`src/pkg/lgp_pkg.sv`:
```
// constants and helpers shared by the pin select block
//
// Function
// - dedicated pins: push-pull, open-drain or input
// - enable bit routes light five to shared pin
// - enable clear makes shared pin general I/O
// - function field picks light buffer type
// - open-drain light polarity follows sampled strap
// - sampled strap loads PHY address soft-strap default
// - strap latched once, two cycles after reset release
package lgp_pkg;

   // ****************************************************************
   // register map (byte addresses)
   // ****************************************************************
   localparam logic [7:0] PIN_CFG_OFS   = 8'h00; // buffer type per pin
   localparam logic [7:0] PIN_DATA_OFS  = 8'h04; // data and direction
   localparam logic [7:0] LIGHT_CFG_OFS = 8'h08; // light_config_reg
   localparam logic [7:0] STRAP_OFS     = 8'h0C; // strap and soft-strap

   // ****************************************************************
   // field positions
   // ****************************************************************
   localparam int PIN_COUNT     = 3;  // five, six, seven
   localparam int DATA_OUT_LSB  = 0;  // output data bits
   localparam int DATA_IN_LSB   = 4;  // pin levels, read only
   localparam int DIR_LSB       = 8;  // 1 = output
   localparam int FUNC_LSB      = 0;  // light_function_field
   localparam int FUNC_W        = 3;
   localparam int LIGHT_EN_BIT  = 8;  // status_light_five enable
   localparam int STRAP_BIT     = 0;  // sampled phy_address_strap
   localparam int SOFT_BIT      = 1;  // phy address select soft-strap

   // ****************************************************************
   // reset values and timing
   // ****************************************************************
   localparam logic [2:0] PIN_PP_RST   = 3'h0; // open-drain at reset
   localparam logic [2:0] PIN_DIR_RST  = 3'h0; // inputs at reset
   localparam logic [2:0] PIN_DATA_RST = 3'h7;
   localparam logic [2:0] FUNC_RST     = 3'h0;
   localparam logic       LIGHT_EN_RST = 1'b0;
   // cycles after release before the strap is taken: sync depth
   localparam logic [1:0] STRAP_WAIT   = 2'h2;

   // ****************************************************************
   // decoding used by the datapath and its checks
   // ****************************************************************
   // upper code half of the function field selects push-pull drive
   function automatic logic light_is_pp(input logic [FUNC_W-1:0] f);
      return f[FUNC_W-1];
   endfunction : light_is_pp

endpackage : lgp_pkg

```
`src/core/lgp_pin_cell.sv`:
```
// one multi-function pin: general I/O or light driver, plus input sync
`timescale 1ns/1ps
module lgp_pin_cell (
   input  wire logic clk,
   input  wire logic pad_in,     // level seen on the pin
   input  wire logic hold,       // keep pin released (strap window)
   input  wire logic gp_pp,      // 1 = push-pull, 0 = open-drain
   input  wire logic gp_dir,     // 1 = output
   input  wire logic gp_data,
   input  wire logic light_sel,  // pin runs the light function
   input  wire logic light_pp,   // light push-pull drive
   input  wire logic light_lo,   // open light is active low
   input  wire logic light_on,
   output logic      pad_out,
   output logic      pad_oe,
   output logic      in_sync     // pin level after two flops
);

   logic sync1_r;
   logic sync2_r;

   // ****************************************************************
   // input synchroniser: first flop is read only by the second
   // ****************************************************************
   // no reset here so a held reset already fills the chain
   always_ff @(posedge clk) begin
      sync1_r <= pad_in;
      sync2_r <= sync1_r;
   end
   assign in_sync = sync2_r;

   // ****************************************************************
   // output buffer selection
   // ****************************************************************
   always_comb begin
      pad_out = 1'b0;
      pad_oe  = 1'b0;
      if (hold) begin
         pad_oe = 1'b0;              // strap must be readable
      end else if (light_sel) begin
         if (light_pp) begin
            pad_out = light_on;
            pad_oe  = 1'b1;
         end else begin              // open-drain or open-source
            pad_out = ~light_lo;
            pad_oe  = light_on;
         end
      end else if (gp_dir) begin
         if (gp_pp) begin
            pad_out = gp_data;
            pad_oe  = 1'b1;
         end else begin
            pad_out = 1'b0;
            pad_oe  = ~gp_data;      // only pulls low
         end
      end
   end

endmodule : lgp_pin_cell

```
`src/core/lgp_pin_select.sv`:
```
// pin select top: APB registers, strap capture and three pin cells
//
// The APB slave port and the register offsets were chosen for this implementation.
`timescale 1ns/1ps
module lgp_pin_select (
   input  wire logic        clk,
   input  wire logic        reset_n,
   // APB slave
   input  wire logic        psel,
   input  wire logic        penable,
   input  wire logic        pwrite,
   input  wire logic [7:0]  paddr,
   input  wire logic [31:0] pwdata,
   output logic [31:0]      prdata,
   output logic             pready,
   output logic             pslverr,
   // light function level from the light logic
   input  wire logic        status_light_five,
   // pins: index 0 five (shares strap), 1 six, 2 seven
   input  wire logic [2:0]  pin_in,
   output logic [2:0]       pin_out,
   output logic [2:0]       pin_oe,
   // strap results for the rest of the switch
   output logic             phy_address_strap,
   output logic             phy_addr_select
);

   localparam int N = lgp_pkg::PIN_COUNT;

   logic [N-1:0]              pp_r;
   logic [N-1:0]              dir_r;
   logic [N-1:0]              data_r;
   logic [lgp_pkg::FUNC_W-1:0] func_r;
   logic                      light_en_r;
   logic                      strap_r;
   logic                      soft_r;
   logic [1:0]                wait_r;
   logic                      hold;
   logic                      capture;
   logic [N-1:0]              in_sync;
   logic [31:0]               rdata_nxt;
   logic [31:0]               prdata_r;
   logic                      err_nxt;
   logic                      err_r;
   logic                      setup;
   logic                      wr;
   logic                      light_pp;

   // ****************************************************************
   // APB decode
   // ****************************************************************
   // one wait-free access: read data is fetched in the setup cycle
   assign setup   = psel & ~penable;
   assign wr      = psel & penable & pwrite;
   assign pready  = psel & penable;
   assign pslverr = pready & err_r;
   assign prdata  = prdata_r;

   // read mux and unmapped-address check
   always_comb begin
      rdata_nxt = 32'h0000_0000;
      err_nxt   = 1'b0;
      case (paddr)
         lgp_pkg::PIN_CFG_OFS: begin
            rdata_nxt[N-1:0] = pp_r;
         end
         lgp_pkg::PIN_DATA_OFS: begin
            rdata_nxt[lgp_pkg::DATA_OUT_LSB +: N] = data_r;
            rdata_nxt[lgp_pkg::DATA_IN_LSB +: N]  = in_sync;
            rdata_nxt[lgp_pkg::DIR_LSB +: N]      = dir_r;
         end
         lgp_pkg::LIGHT_CFG_OFS: begin
            rdata_nxt[lgp_pkg::FUNC_LSB +: lgp_pkg::FUNC_W] = func_r;
            rdata_nxt[lgp_pkg::LIGHT_EN_BIT] = light_en_r;
         end
         lgp_pkg::STRAP_OFS: begin
            rdata_nxt[lgp_pkg::STRAP_BIT] = strap_r;
            rdata_nxt[lgp_pkg::SOFT_BIT]  = soft_r;
         end
         default: begin
            err_nxt = 1'b1;
         end
      endcase
   end

   // read data and error are held from setup through the access
   always_ff @(posedge clk) begin
      if (!reset_n) begin
         prdata_r <= 32'h0000_0000;
         err_r    <= 1'b0;
      end else if (setup) begin
         prdata_r <= pwrite ? 32'h0000_0000 : rdata_nxt;
         err_r    <= err_nxt;
      end
   end

   // ****************************************************************
   // general I/O configuration registers
   // ****************************************************************
   always_ff @(posedge clk) begin
      if (!reset_n) begin
         pp_r   <= lgp_pkg::PIN_PP_RST;
         dir_r  <= lgp_pkg::PIN_DIR_RST;
         data_r <= lgp_pkg::PIN_DATA_RST;
      end else if (wr && paddr == lgp_pkg::PIN_CFG_OFS) begin
         pp_r <= pwdata[N-1:0];
      end else if (wr && paddr == lgp_pkg::PIN_DATA_OFS) begin
         data_r <= pwdata[lgp_pkg::DATA_OUT_LSB +: N];
         dir_r  <= pwdata[lgp_pkg::DIR_LSB +: N];
      end
   end

   // ****************************************************************
   // light configuration register
   // ****************************************************************
   always_ff @(posedge clk) begin
      if (!reset_n) begin
         func_r     <= lgp_pkg::FUNC_RST;
         light_en_r <= lgp_pkg::LIGHT_EN_RST;
      end else if (wr && paddr == lgp_pkg::LIGHT_CFG_OFS) begin
         func_r     <= pwdata[lgp_pkg::FUNC_LSB +: lgp_pkg::FUNC_W];
         light_en_r <= pwdata[lgp_pkg::LIGHT_EN_BIT];
      end
   end

   // ****************************************************************
   // strap capture after reset release
   // ****************************************************************
   // pins stay released while the window runs so the pull resistor
   // sets the level; the same reset covers power-on and the pin reset
   always_ff @(posedge clk) begin
      if (!reset_n) begin
         wait_r <= lgp_pkg::STRAP_WAIT;
      end else if (wait_r != 2'h0) begin
         wait_r <= wait_r - 2'h1;
      end
   end
   assign hold    = (wait_r != 2'h0);
   assign capture = (wait_r == 2'h1);

   // strap and soft-strap; a software write of the soft bit loses to
   // the capture only in the single capture cycle
   always_ff @(posedge clk) begin
      if (!reset_n) begin
         strap_r <= 1'b0;
         soft_r  <= 1'b0;
      end else if (capture) begin
         strap_r <= in_sync[0];
         soft_r  <= in_sync[0];
      end else if (wr && paddr == lgp_pkg::STRAP_OFS) begin
         soft_r <= pwdata[lgp_pkg::SOFT_BIT];
      end
   end
   assign phy_address_strap = strap_r;
   assign phy_addr_select   = soft_r;

   // ****************************************************************
   // pin cells
   // ****************************************************************
   assign light_pp = lgp_pkg::light_is_pp(func_r);

   generate
      for (genvar i = 0; i < N; i++) begin : g_pin
         lgp_pin_cell u_cell (
            .clk       (clk),
            .pad_in    (pin_in[i]),
            .hold      (hold),
            .gp_pp     (pp_r[i]),
            .gp_dir    (dir_r[i]),
            .gp_data   (data_r[i]),
            .light_sel ((i == 0) ? light_en_r : 1'b0),
            .light_pp  (light_pp),
            .light_lo  (strap_r),
            .light_on  (status_light_five),
            .pad_out   (pin_out[i]),
            .pad_oe    (pin_oe[i]),
            .in_sync   (in_sync[i])
         );
      end
   endgenerate
endmodule : lgp_pin_select

```
`config.mk`:
```
export PLATFORM = sky130hd
export DESIGN_NAME = lgp_pin_select
export DESIGN_NICKNAME = d
export VERILOG_FILES = /design/src/pkg/lgp_pkg.sv /design/src/core/lgp_pin_cell.sv /design/src/core/lgp_pin_select.sv
export SDC_FILE = /design/constraint.sdc
export NUM_CORES = 1
export LEC_CHECK = 0
export BUFFER_PORTS_ARGS = -buffer_cell sky130_fd_sc_hd__buf_2
export CORE_MARGIN = 5
export CORE_UTILIZATION = 40
export CTS_CLUSTER_DIAMETER = 60
export DETAILED_ROUTE_END_ITERATION = 8
export PLACE_DENSITY = 0.71
export SETUP_SLACK_MARGIN = 0.1
export SLEW_MARGIN = 20
export SYNTH_ARGS = -nofsm -noshare
export SYNTH_HDL_FRONTEND = slang
export SYNTH_SLANG_ARGS = --single-unit
```
`constraint.sdc`:
```
create_clock -name clk -period 2.7 [get_ports clk]
set_input_delay 0 -clock clk [delete_from_list [all_inputs] [get_ports clk]]
set_output_delay 0 -clock clk [all_outputs]
set_load 0.02 [all_outputs]
```
## Word-level counts from Yosys, hierarchy flattened

Index checks and enable logic that the tools add are counted.

- Mux-type cells: 31
- Reductions and logical operators: 9
- Add/subtract/negate cells: 1
- Bitwise logic cells: 10
- Equal/unequal tests: 4

Operator list:

| operator | number |
|---|---|
| $mux 1 | 25 |
| $eq 8x4->1 const B | 2 |
| $mux 11 | 1 |
| $eq 8x3->1 const B | 1 |
| $logic_not 8->1 | 1 |
| $pmux 2 s4 | 1 |
| $not 1->1 | 6 |
| $and 1x1->1 | 4 |
| $logic_and 1x1->1 | 4 |
| $reduce_bool 2->1 | 2 |
| $reduce_or 4->1 | 1 |
| $mux 3 | 1 |
| $pmux 1 s3 | 1 |
| $eq 2x1->1 const B | 1 |
| $mux 2 | 1 |
| $pmux 1 s2 | 1 |
| $reduce_and 2->1 | 1 |
| $sub 2x1->2 const B | 1 |

- Output and inout port bits: 42
- Bits of input ports: 49
- Word-level logic and storage cells: 71
- Register bits after elaboration: 56

## Logic depth before layout (Yosys ltp)

Gate-level depths: netlist of run 1.

- Depth in word-level cells: 5
- Gate-level depth with buffers: 5
- Gate-level depth less buffers: 5

## Hierarchy

From an unflattened synthesis of run 1, not the netlist that was laid out.

- Cell total of the unflattened synthesis: 184
- Area total of the unflattened synthesis: 1642.8 um^2

By module, submodules not included:

| module | area each (um^2) | sequential area each (um^2) | cells each | times used |
|---|---|---|---|---|
| lgp_pin_select | 1350.0 | 540.5 | 148 | 1 |
| lgp_pin_cell | 97.6 | 40.0 | 12 | 3 |

## Least setup slack after synthesis of run 1

No wires, ideal clock.

- Path type: register to register
- From: register strap_r (netlist: phy_address_strap)
- To: register prdata_r[0] (netlist: prdata[0])
- Arrival: 1.050 ns
- Setup time: 0.117 ns
- Stages on the path, launching flop included: 3
- Period minus slack after synthesis: 1.167 ns
- Slack: 1.533 ns
- Buffers on the path: 0
- Cells stage by stage: dfxtp_1 -> mux4_2 -> a32o_1

- Longest elaborated chain between the ends: 2

Ends and longest elaborated chain:

| what | line | RTL |
|---|---|---|
| from (decl) | lgp_pin_select.sv:35 | `logic strap_r;` |
| from (signal assigned) | lgp_pin_select.sv:148 | `strap_r <= in_sync[0];` |
| $pmux 2 s4 | lgp_pin_select.sv:63 | `case (paddr)` |
| $mux 11 | lgp_pin_select.sv:92 | `prdata_r <= pwrite ? 32'h0000_0000 : rdata_nxt;` |
| to (signal assigned) | lgp_pin_select.sv:92 |  |
| to (decl) | lgp_pin_select.sv:42 | `logic [31:0] prdata_r;` |

Every way passes these cells.
A chain may end at the register's enable or synchronous reset.

## Worst setup path in the final report of run 1

- From: input port pwrite
- To: register dir_r[2]

- Longest elaborated chain between the ends: 4
- Elaborated cells on any way between the ends: 5
- Those cells by class: 2 x bitwise; 3 x reduce/logical

Ends and longest elaborated chain:

| what | line | RTL |
|---|---|---|
| from (decl) | lgp_pin_select.sv:11 | `input wire logic pwrite,` |
| $and 1x1->1 (*) | lgp_pin_select.sv:54 | `assign wr = psel & penable & pwrite;` |
| $logic_and 1x1->1 | lgp_pin_select.sv:105 | `end else if (wr && paddr == lgp_pkg::PIN_CFG_OFS) begin` |
| $not 1->1 (no source line) | -- |  |
| $reduce_and 2->1 (no source line) (*) | -- |  |
| to (signal assigned) | lgp_pin_select.sv:103 | `dir_r <= lgp_pkg::PIN_DIR_RST;` |
| to (signal assigned) | lgp_pin_select.sv:109 | `dir_r <= pwdata[lgp_pkg::DIR_LSB +: N];` |
| to (decl) | lgp_pin_select.sv:31 | `logic [N-1:0] dir_r;` |

Every way passes the cells marked *; elsewhere a longest branch is shown, timed or not.

==> flow_summary_export.csv, run 1 <==
group,metric,value,unit
status,status,"completed",
setup_path,cpPeakStageDelay,520,ps
logic_synthesis,synthArstFlopShare,0,
logic_synthesis,syn_avg_cell_area,9.42,sq um
setup_path,worstPathRequired,2910,ps
finish,layout_commonest_cell,"buf_2",
floorplan,placementRows,24,
cts,cts.htree.levels,2,
global_routing,grt_pass1_wl,5860,um
timing,slew_headroom,0.610,
timing,hold_violations,0,
setup_path,path_cells,"dlygate4sd3_1 -> buf_2 -> and3_1 -> and4_1 -> mux2i_1",
power_and_ir_drop,power.leakage,0.988,nW
floorplan,dieWidth,77.8,um
drt,drtIter0Drc,62,
setup_path,r2r-end,"wait_r[1]$_SDFFE_PN1N_",
logic_synthesis,ys_warn_count,0,
floorplan,dieArea,6050,sq um
power_and_ir_drop,ir_worst_vdd,0.250,mV
global_routing,gr-total-overflow,0,
logic_synthesis,ys_seq_elements,33,
place,globalplace.congestion,0.783,
setup_path,path_max_fanout,6,
logic_synthesis,yosys.area.top_type,"dfxtp_1",
timing,finalCriticalPeriod,1410,ps
logic_synthesis,synth.distinct_cells,47,
place,io_buffers,41,
cts,clock-sinks,33,
logic_synthesis,synthFlopType,"dfxtp_1",
finish,final_cell_mix,"41 x buf_2, 33 x dfxtp_1, 26 x nand2_1, 23 x conb_1, 15 x mux2i_1",
global_routing,grt_use_total,0.118,
finish,area_growth,13.4,%
setup_path,reg2reg_depth,5,
hold_path,hold_start,"pwdata[0]",
drt,wirelength,3650,um
logic_synthesis,synth_area_leaders,"dfxtp_1 36%, buf_4 13%, mux2i_1 8.2%, nand2_1 5.3%, nor2b_1 2.7%",
cts,cts.clk_slew.worst_paths,60,ps
timing,period_share,0.523,
global_routing,grt_max_degree,38,
hold_path,min_to,"func_r[0]$_SDFFE_PN0P_",
finish,antenna-diode-count,0,
drt,drtAntennaViolNets,0,
cts,clock_tree.buffer_depth,2,
setup_path,r2r_setup_slack,1450,ps
timing,setup_violations,0,
global_routing,grt_pass1_vias,1210,
timing,tns,0,ps
timing,finClkSkew,1.24,ps
floorplan,initial_core_util,0.416,
cts,cts-buffers-inserted,5,
global_routing,antenna_found_initial,0,
drt,wl_per_cell,12.6,um
setup_path,slowest_stage,"dlygate4sd3_1",
finish,final_nets,287,
floorplan,core-area,4410,sq um
setup_path,cp-end-kind,"flip-flop",
power_and_ir_drop,p_per_area,521,nW/um^2
timing,slew_violations,0,
finish,drive_above_1_share,0.257,
logic_synthesis,seq_area_frac_synth,0.360,
setup_path,timing.critical_path.from_type,"input pin",
setup_path,crit_arrival,1620,ps
logic_synthesis,synth_edf_count,0,
timing,fmax,708,MHz
hold_path,whs_path_depth,3,
place,dp_hpwl,2770,um
finish,stdcell_area,2080,sq um
floorplan,io_pins,91,
drt,firstDrtPassIters,4,
cts,clockRootBuffer,"clkbuf_8",
cts,clock_latency,280,ps
drt,routed-via-count,1374,
cts,cts_resized,0,
drt,drt-vias-per-instance,4.75,
setup_path,r2r_start,"wait_r[0]$_SDFFE_PN0N_",
hold_path,hold_path.class,"input pin to flip-flop",
drt,drc_errors,0,
job,max_cap_viol_count,0,
place,placed_cell_area,1920,sq um
logic_synthesis,postSynthCellCount,195,
setup_path,crit_type,"input pin to flip-flop",
cts,cts_tree,"built",
timing,worst_pin_slew,584,ps
floorplan,fp.dieH,77.8,um
timing,rsz0062_at_grt,"false",
logic_synthesis,synth_area,1840,sq um
logic_synthesis,yosys.area.top_type_share,0.360,
==> worst max path at each step <==
stage                                        start                      to  depth (start not counted)
floorplan           phy_address_strap$_SDFFE_PN0P_  prdata[0]$_SDFFE_PN0P_                          2
global placement                          paddr[5]  data_r[2]$_SDFFE_PN1P_                          5
detailed placement                        paddr[5]   dir_r[2]$_SDFFE_PN0P_                          5
CTS                                         pwrite   dir_r[2]$_SDFFE_PN0P_                          5
global route                wait_r[0]$_SDFFE_PN0N_               pin_oe[0]                          5
finish                                      pwrite   dir_r[2]$_SDFFE_PN0P_                          5
==> per-stage QoR <==
step	util	power [mW]	cells	worst slack (ps)	hold WS [ps]
final	0.472	1.09	289	1290	6.14
after floorplan	-	0.716	217	1530	27.7
after CTS	0.472	1.10	289	1280	5.25
after global routing	0.472	1.14	289	1160	17.6
after detailed placement	0.435	0.737	273	1320	104
after global placement	0.435	0.734	273	1340	104
==> cells in the mapped netlist, types with 2 or more instances <==
cell type	n
clkbuf_1	2
a32o_1	3
a21oi_1	4
buf_4	33
nand2b_1	3
mux4_2	2
nor2_1	5
dfxtp_1	33
nand2_1	26
mux2i_1	15
and4_1	2
inv_1	7
and2_1	4
and3_1	2
buf_2	2
nor2b_1	8
and3b_1	5
nand4_1	5
a21boi_0	5
ha_1	2
==> timing repair <==
item                                   4_1_cts  5_1_grt
endpoints found under the hold margin        9        0
buffers inserted                             0        0
hold buffers                                 8        0
==> state kept, by name, indices dropped and copies added, names as in the netlist <==
register,count
prdata,9
data_r,3
dir_r,3
func_r,3
g_pin.u_cell.in_sync,3
g_pin.u_cell.sync1_r,3
pp_r,3
wait_r,2
err_r,1
light_en_r,1
phy_addr_select,1
phy_address_strap,1
==> cell type report <==
class	instances	area [sq um]
clock buffer	6	72.6
timing repair buffer	51	300
multi-input combinational	138	947
clock inverter	2	10.0
fill	446	2330
tap	52	65.1
sequential	33	661
inverter	7	26.3
==> cell families after synthesis <==
group                    share of synthesized area
XOR/XNOR                                   0.00477
multiplexers                                 0.112
other                                      0.00204
AND/OR/NAND/NOR                              0.244
flip-flops                                   0.360
buffers and inverters                        0.170
AO/OA/AOI/OAI                               0.0940
adder cells (fa/ha/maj)                     0.0136
==> metal layers <==
layer  track usage  up-vias  part of all wire
met5             0        -                 0
met4        0.0258        0            0.0066
met3        0.0544        5              0.11
met2         0.185       65              0.44
met1         0.149      597              0.44
li1              -      707                 -
==> worst max-delay path: cells and delay by family <==
family | cells | cell delay, ps
and+or+nand+nor | 2 | 690
buffers and inverters | 2 | 690
muxes | 1 | 230
==> where the power goes <==
part | total, mW | leakage [nW] | switching [mW] | internal, mW
clock network | 0.349 | 0.0450 | 0.171 | 0.178
logic | 0.208 | 0.674 | 0.119 | 0.0893
registers | 0.528 | 0.269 | 0.0160 | 0.512
No activity file was read; power rests on OpenSTA's default activity.
==> inputs of run 2 (changes only) <==
--- a/config.mk
+++ b/config.mk
@@ -5,12 +5,13 @@
 export SDC_FILE = /design/constraint.sdc
 export NUM_CORES = 1
 export LEC_CHECK = 0
+export ABC_AREA = 1
 export BUFFER_PORTS_ARGS = -buffer_cell sky130_fd_sc_hd__buf_2
 export CORE_MARGIN = 5
 export CORE_UTILIZATION = 40
 export CTS_CLUSTER_DIAMETER = 60
 export DETAILED_ROUTE_END_ITERATION = 8
-export PLACE_DENSITY = 0.71
+export PLACE_DENSITY = 0.76
 export SETUP_SLACK_MARGIN = 0.1
 export SLEW_MARGIN = 20
 export SYNTH_ARGS = -nofsm -noshare
==> constraint.sdc (replaced) <==
create_clock -name clk -period 1.2 [get_ports clk]
set_input_delay 0 -clock clk [delete_from_list [all_inputs] [get_ports clk]]
set_output_delay 0 -clock clk [all_outputs]
set_load 0.02 [all_outputs]
==> run 2 against run 1 <==
Net effect: the run now ends with setup timing left; cell count increased by 15%; critical path type is now flip-flop to output port; largest cell class unchanged; sequential power rose by 130%; combinational power increased to 2.9 times the previous value; area after synthesis shrank 9.7%; clock skew up 2.1 ps; routed wire length grew 5.6%; total power increased to 2.8 times the previous value; critical endpoint is now pin_oe[1]; non-clock buffer count up 8.
==> flow_summary_export.csv, run 2 <==
group,metric,value,unit
finish,area_growth,31.6,%
drt,drtIter0Drc,49,
drt,drt-vias-per-instance,4.54,
job,max_cap_viol_count,0,
place,io_buffers,41,
logic_synthesis,ys_seq_elements,33,
logic_synthesis,synthArstFlopShare,0,
drt,routed-via-count,1513,
finish,layout_commonest_cell,"nand2_1",
status,violations,"setup timing",
setup_path,timing.critical_path.from_type,"flip-flop",
logic_synthesis,synth_compound_area_frac,0.133,
drt,wl_per_cell,11.6,um
cts,cts-buffers-inserted,5,
drt,drc_errors,0,
place,globalplace.congestion,0.871,
timing,rsz0062_at_grt,"true",
setup_path,cp-end-kind,"output port",
floorplan,placementRows,23,
setup_path,path_max_fanout,3,
global_routing,grtUsageMet2,0.225,
logic_synthesis,synth_area,1660,sq um
logic_synthesis,synthAdderAreaFrac,0.0151,
floorplan,dieArea,5540,sq um
global_routing,grt_pass1_vias,1324,
power_and_ir_drop,power.leakage,0.999,nW
power_and_ir_drop,ir_worst_vdd,0.849,mV
drt,wirelength,3850,um
logic_synthesis,postSynthCellCount,226,
logic_synthesis,synth_common_cells,"39 x nand2_1, 33 x dfxtp_1, 29 x buf_4, 24 x nor2_1, 18 x inv_1",
global_routing,use_met1,0.184,
floorplan,fp.dieH,74.4,um
timing,finClkSkew,3.36,ps
timing,whs,40.5,ps
place,pre_cts_slack,30.7,ps
logic_synthesis,yosysMostFrequentCell,"nand2_1",
cts,clock_tree.buffer_depth,2,
setup_path,crit_arrival,1290,ps
timing,setup_violations,6,
cts,clock-sinks,33,
finish,drive_above_1_share,0.311,
floorplan,io_pins,91,
logic_synthesis,synth_edf_count,0,
global_routing,grt_use_total,0.146,
timing,period_share,1.07,
cts,cts.htree.levels,2,
setup_path,worstPathRequired,1200,ps
finish,final_util,0.546,
logic_synthesis,seq_area_frac_synth,0.398,
global_routing,top_usage_layer,"met2",
floorplan,initial_core_util,0.415,
cts,cts.clk_slew.worst_paths,70,ps
setup_path,crit_type,"flip-flop to output port",
drt,drtAntennaViolNets,0,
timing,finalCriticalPeriod,1290,ps
power_and_ir_drop,p_per_area,1390,nW/um^2
logic_synthesis,synth_top_family_by_area,"simple AND/OR/NAND/NOR gates",
logic_synthesis,yosys.area.top_type_share,0.398,
cts,cts_tree,"built",
logic_synthesis,ys_warn_count,0,
timing,fmax,775,MHz
place,dp_hpwl,2880,um
hold_path,hold_path.class,"input pin to flip-flop",
timing,hold_violations,0,
cts,clock_latency,290,ps
cts,clockRootBuffer,"clkbuf_8",
power_and_ir_drop,power,3.04,mW
finish,final_cell_mix,"39 x nand2_1, 35 x buf_2, 30 x dfxtp_1, 23 x nor2_1, 23 x conb_1",
global_routing,gr-total-overflow,0,
timing,fin_ws,-89.8,ps
global_routing,grt_max_degree,17,
logic_synthesis,synth_area_leaders,"dfxtp_1 40%, buf_4 13%, nand2_1 8.8%, nor2_1 5.4%, a21oi_1 5.1%",
logic_synthesis,synthFlopType,"dfxtp_1",
logic_synthesis,yosys.area_share.simple,0.249,
global_routing,grt_pass1_wl,6120,um
status,status,"complete, but fails checks",
global_routing,global_route.usage.met3,0.0514,
logic_synthesis,syn_avg_cell_area,7.34,sq um
finish,largest_register_ffs,9,
logic_synthesis,muxShareOfSynthArea,0,
finish,antenna-diode-count,0,
floorplan,core-area,4000,sq um
global_routing,antenna_found_initial,0,
logic_synthesis,yosys.area.top_type,"dfxtp_1",
floorplan,dieWidth,74.4,um
drt,firstDrtPassIters,4,
logic_synthesis,synth.distinct_cells,26,
timing,slew_violations,0,
timing,tns,-323,ps
logic_synthesis,synth_xor_area_frac,0,
finish,final_nets,333,
[run 2: changes by cell type in the layout (fill, tap and decap cells not counted), moves of 6 or more]
cell | previous run | this run
o21ai_1 | 0 | 7
inv_2 | 0 | 8
o21ai_0 | 1 | 9
nand2_1 | 26 | 39
buf_2 | 41 | 35
inv_1 | 7 | 14
nand3_1 | 1 | 16
mux2i_1 | 15 | 0
nor2_1 | 5 | 23
buf_4 | 2 | 11
a21oi_1 | 4 | 17
nor2b_1 | 8 | 0
[run 2: report_power, final]
part	switching (mW)	internal [mW]	total [mW]
logic	0.347	0.264	0.611
registers	0.0346	1.15	1.19
clock network	0.422	0.825	1.25
total	0.803	2.24	3.04
[run 2: final timing paths]
kind / from / to / slack (ps) / cells after the start
hold / removal: paddr[0] / err_r$_SDFFE_PN0P_ / 40 / 3
hold reg to reg: g_pin[1].u_cell.sync1_r$_DFF_P_ / g_pin[1].u_cell.in_sync$_DFF_P_ / 330 / 0
setup reg to reg: wait_r[0]$_SDFFE_PN0N_ / wait_r[0]$_SDFFE_PN0N_ / 80 / 7
setup / recovery: wait_r[0]$_SDFFE_PN0N_ / pin_oe[1] / -90 / 6
[run 2: cell families (layout without fill, tap and decap cells)]
group	count (synthesis)	after routing
fa+ha+maj	2	2
flops	33	33
buf+inv	58	93
simple gates	91	91
other cells	1	23
compound gates	41	41
[run 2: critical path, cell delays in order, from the launching register on]
cell	delay, ps
dfxtp_2	330
inv_2	60
ha_4	170
buf_6	110
nand3_4	100
o31ai_4	80
buf_6	150
[run 2: per-stage QoR]
stage | cells | area (sq um)
floorplan | 248 | 1740
global placement | 311 | 1800
detailed placement | 311 | 1800
CTS | 331 | 2150
global route | 333 | 2180
finish | 333 | 2180
[run 2: repair_timing]
item / in CTS / in global routing
resized for setup: 29 / 8
hold buffers: 9 / 0
cloned: 0 / 0
hold endpoints to repair: 9 / 0
pin swaps: 4 / 4
buffers inserted: 3 / 2
endpoints found under the setup margin: 7 / 7
[run 2: per-layer routing]
| layer | routed length [um] | vias to the layer above |
|---|---|---|
| li1 | - | 791 |
| met1 | 1650 | 651 |
| met2 | 1760 | 61 |
| met3 | 349 | 10 |
| met4 | 93 | 0 |
| met5 | 0 | - |
[run 2: layout make-up]
cell class,count,area [sq um]
fill,371,1820
tap,50,62.6
timing repair buffer,59,393
sequential,33,667
clock inverter,3,65.1
inverter,26,104
clock buffer,5,68.8
multi-input combinational,157,823
